`config.mk`:
```
export PLATFORM = sky130hd
export DESIGN_NAME = uart_modem_line_status
export DESIGN_NICKNAME = d
export VERILOG_FILES = /design/src/uart_mls_pkg.sv /design/src/uart_scratch_if.sv /design/src/uart_scratch_mem.sv /design/src/uart_modem_line_status.sv
export SDC_FILE = /design/constraint.sdc
export NUM_CORES = 1
export LEC_CHECK = 0
export BUFFER_PORTS_ARGS = -buffer_cell sky130_fd_sc_hd__buf_2
export CORE_ASPECT_RATIO = 0.5
export CORE_MARGIN = 5
export CORE_UTILIZATION = 51
export CTS_BUF_LIST = sky130_fd_sc_hd__clkbuf_8
export DETAILED_ROUTE_END_ITERATION = 16
export PLACE_DENSITY = 0.82
export SETUP_SLACK_MARGIN = 0.1
export SYNTH_ARGS = -nofsm -noshare
export SYNTH_HDL_FRONTEND = slang
export SYNTH_SLANG_ARGS = --single-unit
```
`constraint.sdc`:
```
create_clock -name clk_sys -period 2.1 [get_ports clk_sys]
set_clock_uncertainty 0.05 [all_clocks]
set_input_delay 0.105 -clock clk_sys [delete_from_list [all_inputs] [get_ports clk_sys]]
set_output_delay 0.105 -clock clk_sys [all_outputs]
set_load 0.005 [all_outputs]
```
`src/uart_mls_pkg.sv`:
```
// constants for the modem control, line status and modem status block
package uart_mls_pkg;

  // register word addresses (one register per address)
  localparam logic [3:0] addr_modem_control = 4'h0;
  localparam logic [3:0] addr_line_state    = 4'h1;
  localparam logic [3:0] addr_modem_state   = 4'h2;
  localparam logic [3:0] addr_ext_control   = 4'h3;
  localparam logic [3:0] addr_ext_control2  = 4'h4;
  localparam logic [3:0] addr_divisor_low   = 4'h5;
  localparam logic [3:0] addr_divisor_high  = 4'h6;
  localparam logic [3:0] addr_irq_enable    = 4'h7;

  // modem control and ext control 2 lock field positions
  localparam int mc_dtr  = 0;
  localparam int mc_rts  = 1;
  localparam int mc_ring = 2;
  localparam int mc_gate = 3;
  localparam int mc_loop = 4;
  localparam int ext2_lock = 7;

  // interrupt enable field positions
  localparam int ie_line  = 2;
  localparam int ie_modem = 3;

  // reset values
  localparam logic [7:0] line_state_reset = 8'h60;
  localparam logic [7:0] zero_byte        = 8'h00;

  // bus read answer latency in cycles after the request
  localparam int read_wait_cycles = 1;

endpackage

```
`src/uart_scratch_if.sv`:
```
// interface between the main block and its scratch memory
`timescale 1ns/1ps
interface uart_scratch_if;
  logic       wr_en;
  logic       addr;
  logic [7:0] wr_data;
  logic [7:0] rd_data;
  modport owner (output wr_en, output addr, output wr_data, input rd_data);
  modport store (input wr_en, input addr, input wr_data, output rd_data);
endinterface

```
`src/uart_scratch_mem.sv`:
```
// two byte scratch store with registered read data
`timescale 1ns/1ps
module uart_scratch_mem
(
  input  wire logic     clk_sys,
  input  wire logic     sys_rst,
  uart_scratch_if.store mem
);

  logic [7:0] cells [0:1];
  logic [7:0] rd_q;

  always_ff @(posedge clk_sys)
  begin
    if (mem.wr_en)
      cells[mem.addr] <= mem.wr_data;
  end

  always_ff @(posedge clk_sys)
  begin
    if (sys_rst)
      rd_q <= uart_mls_pkg::zero_byte;
    else
      rd_q <= cells[mem.addr];
  end

  assign mem.rd_data = rd_q;

endmodule

```
`src/uart_modem_line_status.sv`:
```
// modem control, line status and modem status logic with avalon slave
//
// Function
// - legacy: control bit 0 drives dtr low; loopback feeds dsr
// - legacy: control bit 1 drives rts low; loopback feeds cts
// - legacy loopback: control bit 2 feeds ring, else unused
// - legacy: bit 3 gates irq; loopback keeps irq on, bit feeds dcd
// - loopback bit shared by control bit 4 and ext control bit 4
// - extended: irq always enabled, loop only via ext control bit 4
// - extended: bit 0 feeds dsr and ring, bit 1 feeds cts and dcd
// - extended: bit 3 enables send deferral when queue enabled
// - lock set in legacy: divisor port writes reach scratch registers, reads return zero
// - line status error bits reset to 0 (0x60 read with tx idle), clear on rx reset or read
// - line status bits 4..1 raise line status irq when enabled
// - bit 0 set while received data waits, cleared when drained
// - overrun flag set on arrival while full, cleared on read
// - parity flag reported with its character at queue head
// - framing flag set when stop bit sampled zero
// - break flag set with the single zero character at head
// - bit 5 set when transmit holding empty, cleared by write
// - bit 6 set when transmit holding empty and shifter idle
// - bit 7 set on queued errors, zero without queues, follows rx_queue_has_error, not cleared by read
// - change bits 0..3 latch edges, raise event, clear on read
// - bits 4..7 return inverse of cts, dsr, ri, dcd
// - loopback disconnects modem inputs, change detect unchanged
//
// Design decisions made here: the Avalon-MM register port and the address map.
`timescale 1ns/1ps
module uart_modem_line_status
(
  input  wire logic       clk_sys,
  input  wire logic       sys_rst,
  input  wire logic [3:0] avs_address,
  input  wire logic       avs_read,
  input  wire logic       avs_write,
  input  wire logic [31:0] avs_writedata,
  input  wire logic [3:0] avs_byteenable,
  output logic [31:0]     avs_readdata,
  output logic            avs_waitrequest,
  input  wire logic       cts_n,
  input  wire logic       dsr_n,
  input  wire logic       ri_n,
  input  wire logic       dcd_n,
  output logic            dtr_n,
  output logic            rts_n,
  input  wire logic       extended_mode,
  input  wire logic       queue_enable,
  input  wire logic       rx_soft_reset,
  input  wire logic       rx_char_done,
  input  wire logic       rx_parity_bad,
  input  wire logic       rx_frame_bad,
  input  wire logic       rx_break,
  input  wire logic       rx_holding_full,
  input  wire logic       rx_queue_full,
  input  wire logic       rx_queue_nonempty,
  input  wire logic       rx_head_parity,
  input  wire logic       rx_head_frame,
  input  wire logic       rx_head_break,
  input  wire logic       rx_queue_has_error,
  input  wire logic       tx_holding_empty,
  input  wire logic       tx_shifter_idle,
  input  wire logic       irq_core,
  output logic            irq_out,
  output logic            line_status_irq,
  output logic            modem_status_event,
  output logic            send_deferral,
  output logic            tx_data_write,
  output logic            rx_data_read
);

  // ---------------------------------------------------------------
  // state
  // ---------------------------------------------------------------
  logic [3:0] modem_control_reg;
  logic       loop_en;
  logic [7:0] ext_control_one;
  logic [7:0] ext_control_two;
  logic [7:0] irq_enable_reg;
  logic [4:0] line_state_reg;
  logic [3:0] modem_change;
  logic [3:0] sync_a;
  logic [3:0] sync_b;
  logic [3:0] line_prev;
  logic       pending;
  logic       rd_phase;

  uart_scratch_if scr ();

  uart_scratch_mem u_scratch
  (
    .clk_sys (clk_sys),
    .sys_rst (sys_rst),
    .mem     (scr.store)
  );

  // ---------------------------------------------------------------
  // bus decode
  // ---------------------------------------------------------------
  function automatic logic hit(input logic [3:0] a, input logic [3:0] r);
    hit = (a == r);
  endfunction

  wire       wr_ok    = avs_write & avs_byteenable[0] & ~avs_waitrequest;
  wire       rd_ok    = avs_read & ~avs_waitrequest;
  wire [7:0] wd       = avs_writedata[7:0];
  wire       lock_on  = ext_control_two[uart_mls_pkg::ext2_lock];
  wire       scr_mode = lock_on & ~extended_mode;
  wire       div_hit  = hit(avs_address, uart_mls_pkg::addr_divisor_low) |
                        hit(avs_address, uart_mls_pkg::addr_divisor_high);
  // read side effects at the edge that captures the data, so that a
  // flag set at that same edge survives for the next read
  wire       rd_take  = avs_read & ~rd_phase;
  wire       rd_line  = rd_take & hit(avs_address,
                                    uart_mls_pkg::addr_line_state);
  wire       rd_modem = rd_take & hit(avs_address,
                                    uart_mls_pkg::addr_modem_state);

  // ---------------------------------------------------------------
  // modem line routing
  // ---------------------------------------------------------------
  // order in vectors: 0 cts, 1 dsr, 2 ri, 3 dcd, active high (inverse)
  wire dtr_b  = modem_control_reg[uart_mls_pkg::mc_dtr];
  wire rts_b  = modem_control_reg[uart_mls_pkg::mc_rts];
  wire ring_b = modem_control_reg[uart_mls_pkg::mc_ring];
  wire gate_b = modem_control_reg[uart_mls_pkg::mc_gate];
  wire [3:0] loop_lines = extended_mode ?
                          {rts_b, dtr_b, dtr_b, rts_b} :
                          {gate_b, ring_b, dtr_b, rts_b};
  wire [3:0] pin_lines  = ~sync_b;
  wire [3:0] cur_lines  = loop_en ? loop_lines : pin_lines;
  wire [3:0] delta      = {cur_lines[3] ^ line_prev[3],
                           ~cur_lines[2] & line_prev[2],
                           cur_lines[1:0] ^ line_prev[1:0]};

  wire irq_en   = extended_mode | loop_en | gate_b;
  wire lsr_err  = |line_state_reg[4:1];
  wire err_head = queue_enable ? 1'b0 : 1'b1;
  wire data_av  = queue_enable ? rx_queue_nonempty : rx_holding_full;
  wire over     = rx_char_done & (queue_enable ? rx_queue_full
                                               : rx_holding_full);
  wire q_err    = queue_enable & rx_queue_has_error;

  wire [7:0] lsr_view = {q_err,
                         tx_holding_empty & tx_shifter_idle,
                         tx_holding_empty,
                         line_state_reg[4:1], data_av};
  wire [7:0] msr_view = {cur_lines, modem_change};
  wire [7:0] mcr_view = extended_mode ?
                        {4'h0, modem_control_reg[3], 1'b0,
                         modem_control_reg[1:0]} :
                        {3'h0, loop_en, modem_control_reg};

  logic [7:0] rd_mux;
  always_comb
  begin
    case (avs_address)
      uart_mls_pkg::addr_modem_control: rd_mux = mcr_view;
      uart_mls_pkg::addr_line_state:    rd_mux = lsr_view;
      uart_mls_pkg::addr_modem_state:   rd_mux = msr_view;
      uart_mls_pkg::addr_ext_control:   rd_mux = {ext_control_one[7:5],
                                                  loop_en,
                                                  ext_control_one[3:0]};
      uart_mls_pkg::addr_ext_control2:  rd_mux = ext_control_two;
      uart_mls_pkg::addr_irq_enable:    rd_mux = irq_enable_reg;
      default:                          rd_mux = uart_mls_pkg::zero_byte;
    endcase
  end

  assign scr.wr_en   = wr_ok & div_hit & scr_mode;
  assign scr.addr    = hit(avs_address, uart_mls_pkg::addr_divisor_high);
  assign scr.wr_data = wd;

  // ---------------------------------------------------------------
  // avalon handshake: one wait cycle on reads for registered data
  // ---------------------------------------------------------------
  always_ff @(posedge clk_sys)
  begin
    if (sys_rst)
      rd_phase <= 1'b0;
    else
      rd_phase <= avs_read & ~rd_phase;
  end

  always_comb
  begin
    avs_waitrequest = avs_read & ~rd_phase;
  end

  always_ff @(posedge clk_sys)
  begin
    if (sys_rst)
      avs_readdata <= 32'h0000_0000;
    else if (avs_read & ~rd_phase)
      avs_readdata <= {24'h00_0000, rd_mux};
  end

  // ---------------------------------------------------------------
  // control registers
  // ---------------------------------------------------------------
  always_ff @(posedge clk_sys)
  begin
    if (sys_rst)
    begin
      modem_control_reg <= 4'h0;
      loop_en           <= 1'b0;
      ext_control_one   <= uart_mls_pkg::zero_byte;
    end
    else if (wr_ok)
    begin
      case (avs_address)
        uart_mls_pkg::addr_modem_control:
        begin
          modem_control_reg <= extended_mode ? {wd[3], 1'b0, wd[1:0]}
                                             : wd[3:0];
          if (!extended_mode)
            loop_en <= wd[uart_mls_pkg::mc_loop];
        end
        uart_mls_pkg::addr_ext_control:
        begin
          ext_control_one <= {wd[7:5], 1'b0, wd[3:0]};
          loop_en         <= wd[uart_mls_pkg::mc_loop];
        end
        default:                         loop_en         <= loop_en;
      endcase
    end
  end

  // lock and interrupt enable bytes
  always_ff @(posedge clk_sys)
  begin
    if (sys_rst)
    begin
      ext_control_two <= uart_mls_pkg::zero_byte;
      irq_enable_reg  <= uart_mls_pkg::zero_byte;
    end
    else if (wr_ok & hit(avs_address, uart_mls_pkg::addr_ext_control2))
      ext_control_two <= wd;
    else if (wr_ok & hit(avs_address, uart_mls_pkg::addr_irq_enable))
      irq_enable_reg  <= wd;
  end

  // ---------------------------------------------------------------
  // line status flags, set beats read clear
  // ---------------------------------------------------------------
  wire [4:1] err_set = {rx_char_done & rx_break & err_head |
                          rx_head_break & queue_enable,
                        rx_char_done & rx_frame_bad & err_head |
                          rx_head_frame & queue_enable,
                        rx_char_done & rx_parity_bad & err_head |
                          rx_head_parity & queue_enable,
                        over};

  always_ff @(posedge clk_sys)
  begin
    if (sys_rst | rx_soft_reset)
      line_state_reg <= uart_mls_pkg::line_state_reset[4:0];
    else
      line_state_reg <= {err_set, 1'b0} |
                        (rd_line ? 5'h00 : line_state_reg);
  end

  // ---------------------------------------------------------------
  // modem status: pin sync and change latch
  // ---------------------------------------------------------------
  always_ff @(posedge clk_sys)
  begin
    sync_a <= {dcd_n, ri_n, dsr_n, cts_n};
    sync_b <= sync_a;
  end

  always_ff @(posedge clk_sys)
  begin
    if (sys_rst)
    begin
      modem_change <= 4'h0;
      line_prev    <= 4'h0;
    end
    else
    begin
      line_prev    <= cur_lines;
      modem_change <= delta | (rd_modem ? 4'h0 : modem_change);
    end
  end

  // ---------------------------------------------------------------
  // registered outputs
  // ---------------------------------------------------------------
  wire port_lo  = div_hit & ~scr_mode &
                  hit(avs_address, uart_mls_pkg::addr_divisor_low);
  wire tx_take  = wr_ok & port_lo;
  wire rx_take  = rd_ok & port_lo;
  wire ls_irq   = lsr_err & irq_enable_reg[uart_mls_pkg::ie_line];
  wire ms_event = (|modem_change) &
                  irq_enable_reg[uart_mls_pkg::ie_modem];
  wire defer_on = extended_mode & queue_enable &
                  modem_control_reg[uart_mls_pkg::mc_gate];

  // modem control pins, inactive after reset
  always_ff @(posedge clk_sys)
  begin
    if (sys_rst)
    begin
      dtr_n <= 1'b1;
      rts_n <= 1'b1;
    end
    else
    begin
      dtr_n <= ~dtr_b;
      rts_n <= ~rts_b;
    end
  end

  // interrupt request and event levels
  always_ff @(posedge clk_sys)
  begin
    if (sys_rst)
    begin
      irq_out            <= 1'b0;
      line_status_irq    <= 1'b0;
      modem_status_event <= 1'b0;
    end
    else
    begin
      irq_out            <= irq_core & irq_en;
      line_status_irq    <= ls_irq;
      modem_status_event <= ms_event;
    end
  end

  // deferral level and data port strobes, one cycle each
  always_ff @(posedge clk_sys)
  begin
    if (sys_rst)
    begin
      send_deferral <= 1'b0;
      tx_data_write <= 1'b0;
      rx_data_read  <= 1'b0;
    end
    else
    begin
      send_deferral <= defer_on;
      tx_data_write <= tx_take;
      rx_data_read  <= rx_take;
    end
  end

endmodule

```
# [Word level (Yosys, flattened, before mapping)]
# Cells that the tools add are included.
[op_classes] eq_ne=8 muxes=12 bitwise_logic=51 reduce_logical=8
[op_table] cell="$pmux 8 s6" n=1
[op_table] cell="$and 1x1->1" n=31
[op_table] cell="$eq 4x3->1 const B" n=4
[op_table] cell="$mux 4" n=3
[op_table] cell="$mux 5" n=2
[op_table] cell="$eq 4x2->1 const B" n=2
[op_table] cell="$not 1->1" n=8
[op_table] cell="$reduce_or 4->1" n=2
[op_table] cell="$or 1x1->1" n=7
[op_table] cell="$reduce_and 2->1" n=3
[op_table] cell="$or 5x5->5" n=1
[op_table] cell="$eq 4x1->1 const B" n=1
[op_table] cell="$logic_not 4->1" n=1
[op_table] cell="$mux 1" n=4
[op_table] cell="$not 4->4" n=1
[op_table] cell="$or 4x4->4" n=1
[op_table] cell="$mux 3" n=1
[op_table] cell="$reduce_and 3->1" n=1
[op_table] cell="$ne 2x2->1 const B" n=1
[op_table] cell="$pmux 1 s2" n=1
[op_table] cell="$reduce_bool 2->1" n=1
[op_table] cell="$xor 2x2->2" n=1
[op_table] cell="$xor 1x1->1" n=1
[totals] reg_bits=66 input_bits=65 out_inout_bits=41

# [Logic depth before layout (Yosys ltp)]
# Gate-level depths: netlist (run 1).
[logic_depth] depth_word=7 mapped_depth=6 mapped_depth_nobuf=5

# [Worst setup path before layout (run 1)]
# No wires, ideal clock.
[synth_path] path_type="reg-to-reg" from="register rd_phase" to="register ext_control_two[0]" setup_time_ns=0.128 arrival_ns=1.431 t_required_ns=1.922 path_slack_ns=0.492 path_stages_with_launch=6 n_path_buf=0 period_less_slack_ns=1.608 cell_sequence="dfxtp_1 > nand2b_1 > inv_2 > nor4_4 > mux2i_1 > nor2_1"
[synth_between] elab_chain_cells=5
[synth_rtl] item="start: declaration" line_no="uart_modem_line_status.sv:85" rtl="logic rd_phase;"
[synth_rtl] item="start signal: assignment" line_no="uart_modem_line_status.sv:181" rtl="rd_phase <= avs_read & ~rd_phase;"
[synth_rtl] item="$not 1->1" line_no="uart_modem_line_status.sv:186" rtl="avs_waitrequest = avs_read & ~rd_phase;"
[synth_rtl] item="$and 1x1->1" line_no="uart_modem_line_status.sv:186"
[synth_rtl] item="named net avs_waitrequest" line_no="uart_modem_line_status.sv:39" rtl="output logic avs_waitrequest,"
[synth_rtl] item="$not 1->1" line_no="uart_modem_line_status.sv:103" rtl="wire wr_ok = avs_write & avs_byteenable[0] & ~avs_waitrequest;"
[synth_rtl] item="$and 1x1->1" line_no="uart_modem_line_status.sv:103"
[synth_rtl] item="$and 1x1->1" line_no="uart_modem_line_status.sv:236" rtl="else if (wr_ok & hit(avs_address, uart_mls_pkg::addr_ext_control2))"
[synth_rtl] item="end signal: assignment" line_no="uart_modem_line_status.sv:233" rtl="ext_control_two <= uart_mls_pkg::zero_byte;"
[synth_rtl] item="end signal: assignment" line_no="uart_modem_line_status.sv:237" rtl="ext_control_two <= wd;"
[synth_rtl] item="end: declaration" line_no="uart_modem_line_status.sv:77" rtl="logic [7:0] ext_control_two;"
# The timed path passes the listed nets, and every way through them passes these cells.
# A chain may end at the register's enable or synchronous reset.

# [Worst setup path in the final report (run 1)]
[layout_path] from="register rd_phase" to="register line_state_reg[4]"
[layout_between] elab_chain_cells=5
[layout_rtl] item="$not 1->1" line_no="uart_modem_line_status.sv:112" rtl="wire rd_take = avs_read & ~rd_phase;"
[layout_rtl] item="$and 1x1->1" line_no="uart_modem_line_status.sv:112"
[layout_rtl] item="$and 1x1->1" line_no="uart_modem_line_status.sv:113" rtl="wire rd_line = rd_take & hit(avs_address,"
[layout_rtl] item="$mux 5" line_no="uart_modem_line_status.sv:259" rtl="(rd_line ? 5'h00 : line_state_reg);"
[layout_rtl] item="$or 5x5->5" line_no="uart_modem_line_status.sv:258" rtl="line_state_reg <= {err_set, 1'b0} |"
[layout_rtl] item="end signal: assignment" line_no="uart_modem_line_status.sv:256" rtl="line_state_reg <= uart_mls_pkg::line_state_reset[4:0];"
[layout_rtl] item="end signal: assignment" line_no="uart_modem_line_status.sv:258"
[layout_rtl] item="end: declaration" line_no="uart_modem_line_status.sv:79" rtl="logic [4:0] line_state_reg;"
# Every way passes these cells.

==> results of run 1 <==
## layout make-up
type                            instances  share of cell area (%)
Multi-Input combinational cell        213                    40.9
Sequential cell                        65                    37.2
Timing Repair Buffer                   75                    13.0
Clock buffer                            9                    3.54
Tap cell                               73                    2.61
Clock inverter                          7                    2.00
Inverter                                6                   0.787
## tightest hold or removal path, stage by stage
cell and delay (ns):
buf_2 0.12, mux2i_1 0.07, nor2_1 0.08
## routing by layer
layer	wire (um)	vias up	GRT usage, %
met4	193	0	9.26
li1	-	1162	-
met5	0	-	0
met2	3120	149	29.1
met1	3290	1144	27.3
met3	800	19	5.63
## cell families (layout without fill, tap and decap cells)
family | after synthesis | after routing | synth area share (%)
AOI/OAI and AO/OA | 41 | 41 | 11.1
DFF | 65 | 65 | 44.2
and+or+nand+nor | 104 | 104 | 19.0
xor gates and xnor gates | 4 | 4 | 1.19
muxes | 40 | 40 | 14.2
other | 1 | 24 | 0.127
buffers and inverters | 48 | 97 | 10.1
## cells in the mapped netlist, drive strengths merged (2+ instances only)
master   instances  share of area, %
a22oi            6               1.5
a211oi           2              0.51
nor2b            4              0.85
a222oi           3               1.0
a221oi           5               1.5
and3             4              0.85
nor4             4               2.9
nand2b           2              0.43
mux2             4               1.5
nor3             6               1.0
nand2           26               3.3
nor2            37               4.7
o211ai           2              0.51
a22o             3              0.89
xnor2            2              0.60
or2              2              0.43
mux2i           35                12
a32oi            3              0.89
nand3b           2              0.51
or4              2              0.51
dfxtp           65                44
and2             3              0.64
o21a             2              0.51
and4             2              0.60
nand3            6               1.0
a21oi            5              0.85
xor2             2              0.60
inv              6              0.77
nor4b            2              0.81
a2111oi          2              0.64
buf             31               8.0
or3              2              0.43
clkbuf          11               1.4
## through the flow
step	util [%]	area, um^2	hold slack (ns)	total power (uW)
global route	63.2	3500	0.0376	2640
global placement	57.6	3190	0.157	1510
detailed placement	57.6	3190	0.160	1520
CTS	63.1	3490	0.00341	2550
finish	63.2	3500	0.0173	2540
floorplan	-	3030	0.0827	1470
## where the power goes
group / internal [uW] / total (uW) / switching, uW
clock network: 547 / 1030 / 480
logic: 95.2 / 238 / 143
registers: 1260 / 1280 / 15.1
## final timing paths
kind,end,startpoint,slack (ns)
max reg2reg,line_state_reg[4],rd_phase,0.22
max,line_state_reg[4],rd_phase,0.22
min reg2reg,sync_b[0],sync_a[0],0.28
min,irq_enable_reg[2],avs_writedata[2],0.02
## timing repair
action                                  CTS  global route
gates resized for setup                   0             2
endpoints found under the setup margin    0             1
hold buffers                             11             0
endpoints found under the hold margin    18             0
==> metrics, run 1 <==
run status finished, final reports clean; Slew headroom 64.5%; clock transition at the registers of the reported paths 0.07 ns; Levels on crit path 6; commonest non-fill, non-tap cells in the layout dfxtp_1, buf_2, nor2_1; H-tree depth 3; peak supply drop 0.574 mV; pwr/cell area 726 nW/um^2; drt total wl 7.40 mm; starting density of the core 53.1%; pre-CTS setup slack 0.328 ns; Antenna Violating Nets Remaining 0; Reg2Reg Depth 6; DRC 0; antenna violations before repair 0; Starting DRT DRC Count 308; Arr. time, crit path 2.06 ns; CP Class reg2reg; worst-margin pin slew 0.531 ns; Synth cell types 48; gr usage total 19.9%; first-pass detailed-route iteration total 5; Post-Synthesis Cell Area 2940 um^2; RSZ-0062 raised after global routing no; fillers 429; cell count after synthesis 303; Max Fanout on Critical Path 9; multi-input logic area 1430 um^2; Root Driver clkbuf_8; Die Span X 117 um; placed cells 421; CTS Sinks 65; required time worst endpoint 2.28 ns; Area Growth Syn to Fin 18.9%; minimum clock period after layout 1.88 ns; Core Region 5540 um^2; Clk Latency, worst-skew pair 0.35 ns; Post-synth top flop dfxtp_1; DR vias 2474; critical path endpoint category flop; total die area 7480 um^2; Storage cell area 1300 um^2; Vias/cell 5.52; RePlAce Congestion 0.922; fmax 533 MHz; Rows 19; WL/cell 16.5 um; Leak 0.00140 uW; Diodes inserted 0; Final period util 89.3%; max incr delay on CP 0.55 ns; Synth Area per Inst 9.71 um^2; async set-reset flop share out of synthesis 0%; MaxCap Viol Count 0; TNS Setup 0 ns; Setup violations, final 0; CP bufs+invs 2; Non-Filler Instances 448; Final Hold Viols 0; Final nets 435; Remaining Overflow, GRT 0; Post-DP HPWL 5.32 mm; number of buffers added for setup after CTS 0; share of layout cells above drive strength 1 24.3%; Num CTS Buffers 9; Yosys reg bits 65; number of global-route vias before repair 2331; die height 63.7 um; Longest Clk Path Bufs 2; maximum number of pins on one net before global-route repair 25; CTS tree yes; Setup WS post-layout 0.224 ns; register area share after synthesis 44.2%; top cell family by delay on the critical path buffers and inverters; yosys warns 0; IO Count 106; Port Buf Inserts 54; most common cell after layout, fill and taps aside dfxtp_1; CP cell instances nand2b_1 > clkinv_4 > nand2_1 > a222oi_1 > nor3_1 > dlygate4sd3_1; first-pass GRT wire length 11.9 mm; Hold Crit Depth 3; count of final max-slew check failures 0; Critical Path Source Type flop; Critical-path top delay cell dlygate4sd3_1; Worst Hold Class in2reg; EDFF count, synth 0
(Power assumes the default switching activity.)
==> inputs of run 2 (changes only) <==
- CORE_MARGIN: 5 -> 2
- TNS_END_PERCENT: not set -> 10
==> metrics, run 2 (synthesized netlist as in run 1, its figures left out) <==
run status finished, final reports clean (unchanged); Longest Clk Path Bufs 2 (unchanged); # resized after CTS 0 (unchanged); Num CTS Buffers 9 (unchanged); fmax 579 MHz (was 533 MHz); H-tree depth 3 (unchanged); Leak 0.00139 uW (was 0.00140 uW); Worst R2R Start rd_phase (unchanged); number of global-route vias before repair 2171 (was 2331); first-pass GRT wire length 11.3 mm (was 11.9 mm); fin area 3500 um^2 (about the same); RR Endpoint modem_control_reg[0] (was line_state_reg[4]); most common cell after layout, fill and taps aside dfxtp_1 (unchanged); drt total wl 7.34 mm (was 7.40 mm); Root Driver clkbuf_8 (unchanged); Arr. time, crit path 1.91 ns (was 2.06 ns); Vias/cell 5.44 (was 5.52); Setup violations, final 0 (unchanged); Final period util 82.2% (was 89.3%); Diodes inserted 0 (unchanged); peak supply drop 0.519 mV (was 0.574 mV); number of buffers added for setup after CTS 0 (unchanged); Final nets 436 (was 435); Area Growth Syn to Fin 18.9% (about the same); DRC 0 (unchanged); count of final max-slew check failures 0 (unchanged); starting density of the core 53.4% (was 53.1%); required time worst endpoint 2.28 ns (about the same); minimum clock period after layout 1.73 ns (was 1.88 ns); DR vias 2444 (was 2474); WL/cell 16.4 um (was 16.5 um); total die area 6430 um^2 (was 7480 um^2); worst setup path end modem_control_reg[0] (was line_state_reg[4]); MaxCap Viol Count 0 (unchanged); RePlAce Congestion 0.910 (was 0.922); antenna violations before repair 0 (unchanged); Reg2Reg Depth 5 (was 6); critical path endpoint category flop (unchanged); TNS Setup 0 ns (unchanged); Core Region 5520 um^2 (was 5540 um^2); Worst Hold Class in2reg (unchanged); Remaining Overflow, GRT 0 (unchanged); worst setup path start avs_read (was rd_phase); worst-margin pin slew 0.486 ns (was 0.531 ns); Clk Latency, worst-skew pair 0.36 ns (was 0.35 ns); gr usage total 23.1% (was 19.9%); Min Hold Slack 0.0187 ns (was 0.0173 ns); RSZ-0062 raised after global routing no (unchanged); commonest non-fill, non-tap cells in the layout dfxtp_1, buf_2, nor2_1 (unchanged); Critical-path top delay cell dlygate4sd3_1 (unchanged); max incr delay on CP 0.55 ns (about the same); Antenna Violating Nets Remaining 0 (unchanged); first-pass detailed-route iteration total 5 (unchanged); Starting DRT DRC Count 130 (was 308); CTS Sinks 65 (unchanged); Slew headroom 66.7% (was 64.5%); clock transition at the registers of the reported paths 0.08 ns (was 0.07 ns); Die Span X 111 um (was 117 um); Rows 19 (unchanged); worst reg2reg setup slack 0.46 ns (was 0.22 ns); Critical Path Source Type input pin (was flop); CTS tree yes (unchanged); IO Count 106 (unchanged); # hold bufs at CTS 13 (was 11); maximum number of pins on one net before global-route repair 47 (was 25); pwr/cell area 716 nW/um^2 (was 726 nW/um^2); CP Class in2reg (was reg2reg); placed standard-cell area 3180 um^2 (was 3190 um^2); Max Fanout on Critical Path 9 (unchanged); Port Buf Inserts 54 (unchanged); CP cell instances dlygate4sd3_1 > buf_2 > nand2b_1 > inv_2 > nor4_4 > mux2i_1 > nor2_1 (was nand2b_1 > clkinv_4 > nand2_1 > a222oi_1 > nor3_1 > dlygate4sd3_1); pre-CTS setup slack 0.379 ns (was 0.328 ns); Final Hold Viols 0 (unchanged); Post-DP HPWL 5.19 mm (was 5.32 mm); die height 57.7 um (was 63.7 um); Total Power Consumption 2500 uW (was 2540 uW); share of layout cells above drive strength 1 23.9% (was 24.3%); Setup WS post-layout 0.374 ns (was 0.224 ns)
run 2: cell count changes in the layout (fill, tap and decap cells not counted), sizes merged:
cell and delta:
inv +4, clkinvlp +1, bufinv -1, buf -1, clkinv -4, dlygate4sd3 +2
run 2: report_power, final:
part	internal [uW]	switching, uW	total, uW
Clock	449	541	990
Combinational	96.7	143	239
Sequential	1260	15.3	1270
run 2: metrics by stage:
step / utilization [%] / cells
after floorplan: - / 326
after global placement: 57.7 / 420
after detailed placement: 57.7 / 420
after CTS: 63.4 / 449
after global routing: 63.4 / 449
final: 63.4 / 449
run 2: cell type report:
type,count,area (um^2)
clock buffers,9,124
clock inverters,7,61.3
fillers,451,2020
inverters,6,22.5
multi-input cells,213,1430
flip-flops and latches,65,1300
well taps,73,91.3
repair buffers,76,468
run 2: layer usage:
metal	global-route usage, %	wire length [um]	vias up
met5	0	0	-
li1	-	-	1166
met4	8.99	114	0
met2	34.2	3230	120
met3	7.74	670	13
met1	31.7	3330	1145
run 2: worst min path at each step:
| stage | cells after the start | from | end | slack [ns] |
|---|---|---|---|---|
| 5_1_grt | 3 | rx_char_done | line_state_reg[1] | 0.03 |
| 6_report | 3 | rx_char_done | line_state_reg[1] | 0.02 |
| 3_5_place_dp | 1 | dsr_n | sync_a[1] | 0.16 |
| 4_1_cts | 3 | rx_break | line_state_reg[4] | 0.006 |
| 3_3_place_gp | 1 | dcd_n | sync_a[3] | 0.16 |
| 2_1_floorplan | 0 | cts_n | sync_a[0] | 0.08 |
run 2: worst max-delay path: cells and delay by family:
kind | cells | cell delay, ns
buffers and inverters | 3 | 0.84
muxes | 1 | 0.26
and+or+nand+nor | 3 | 0.70
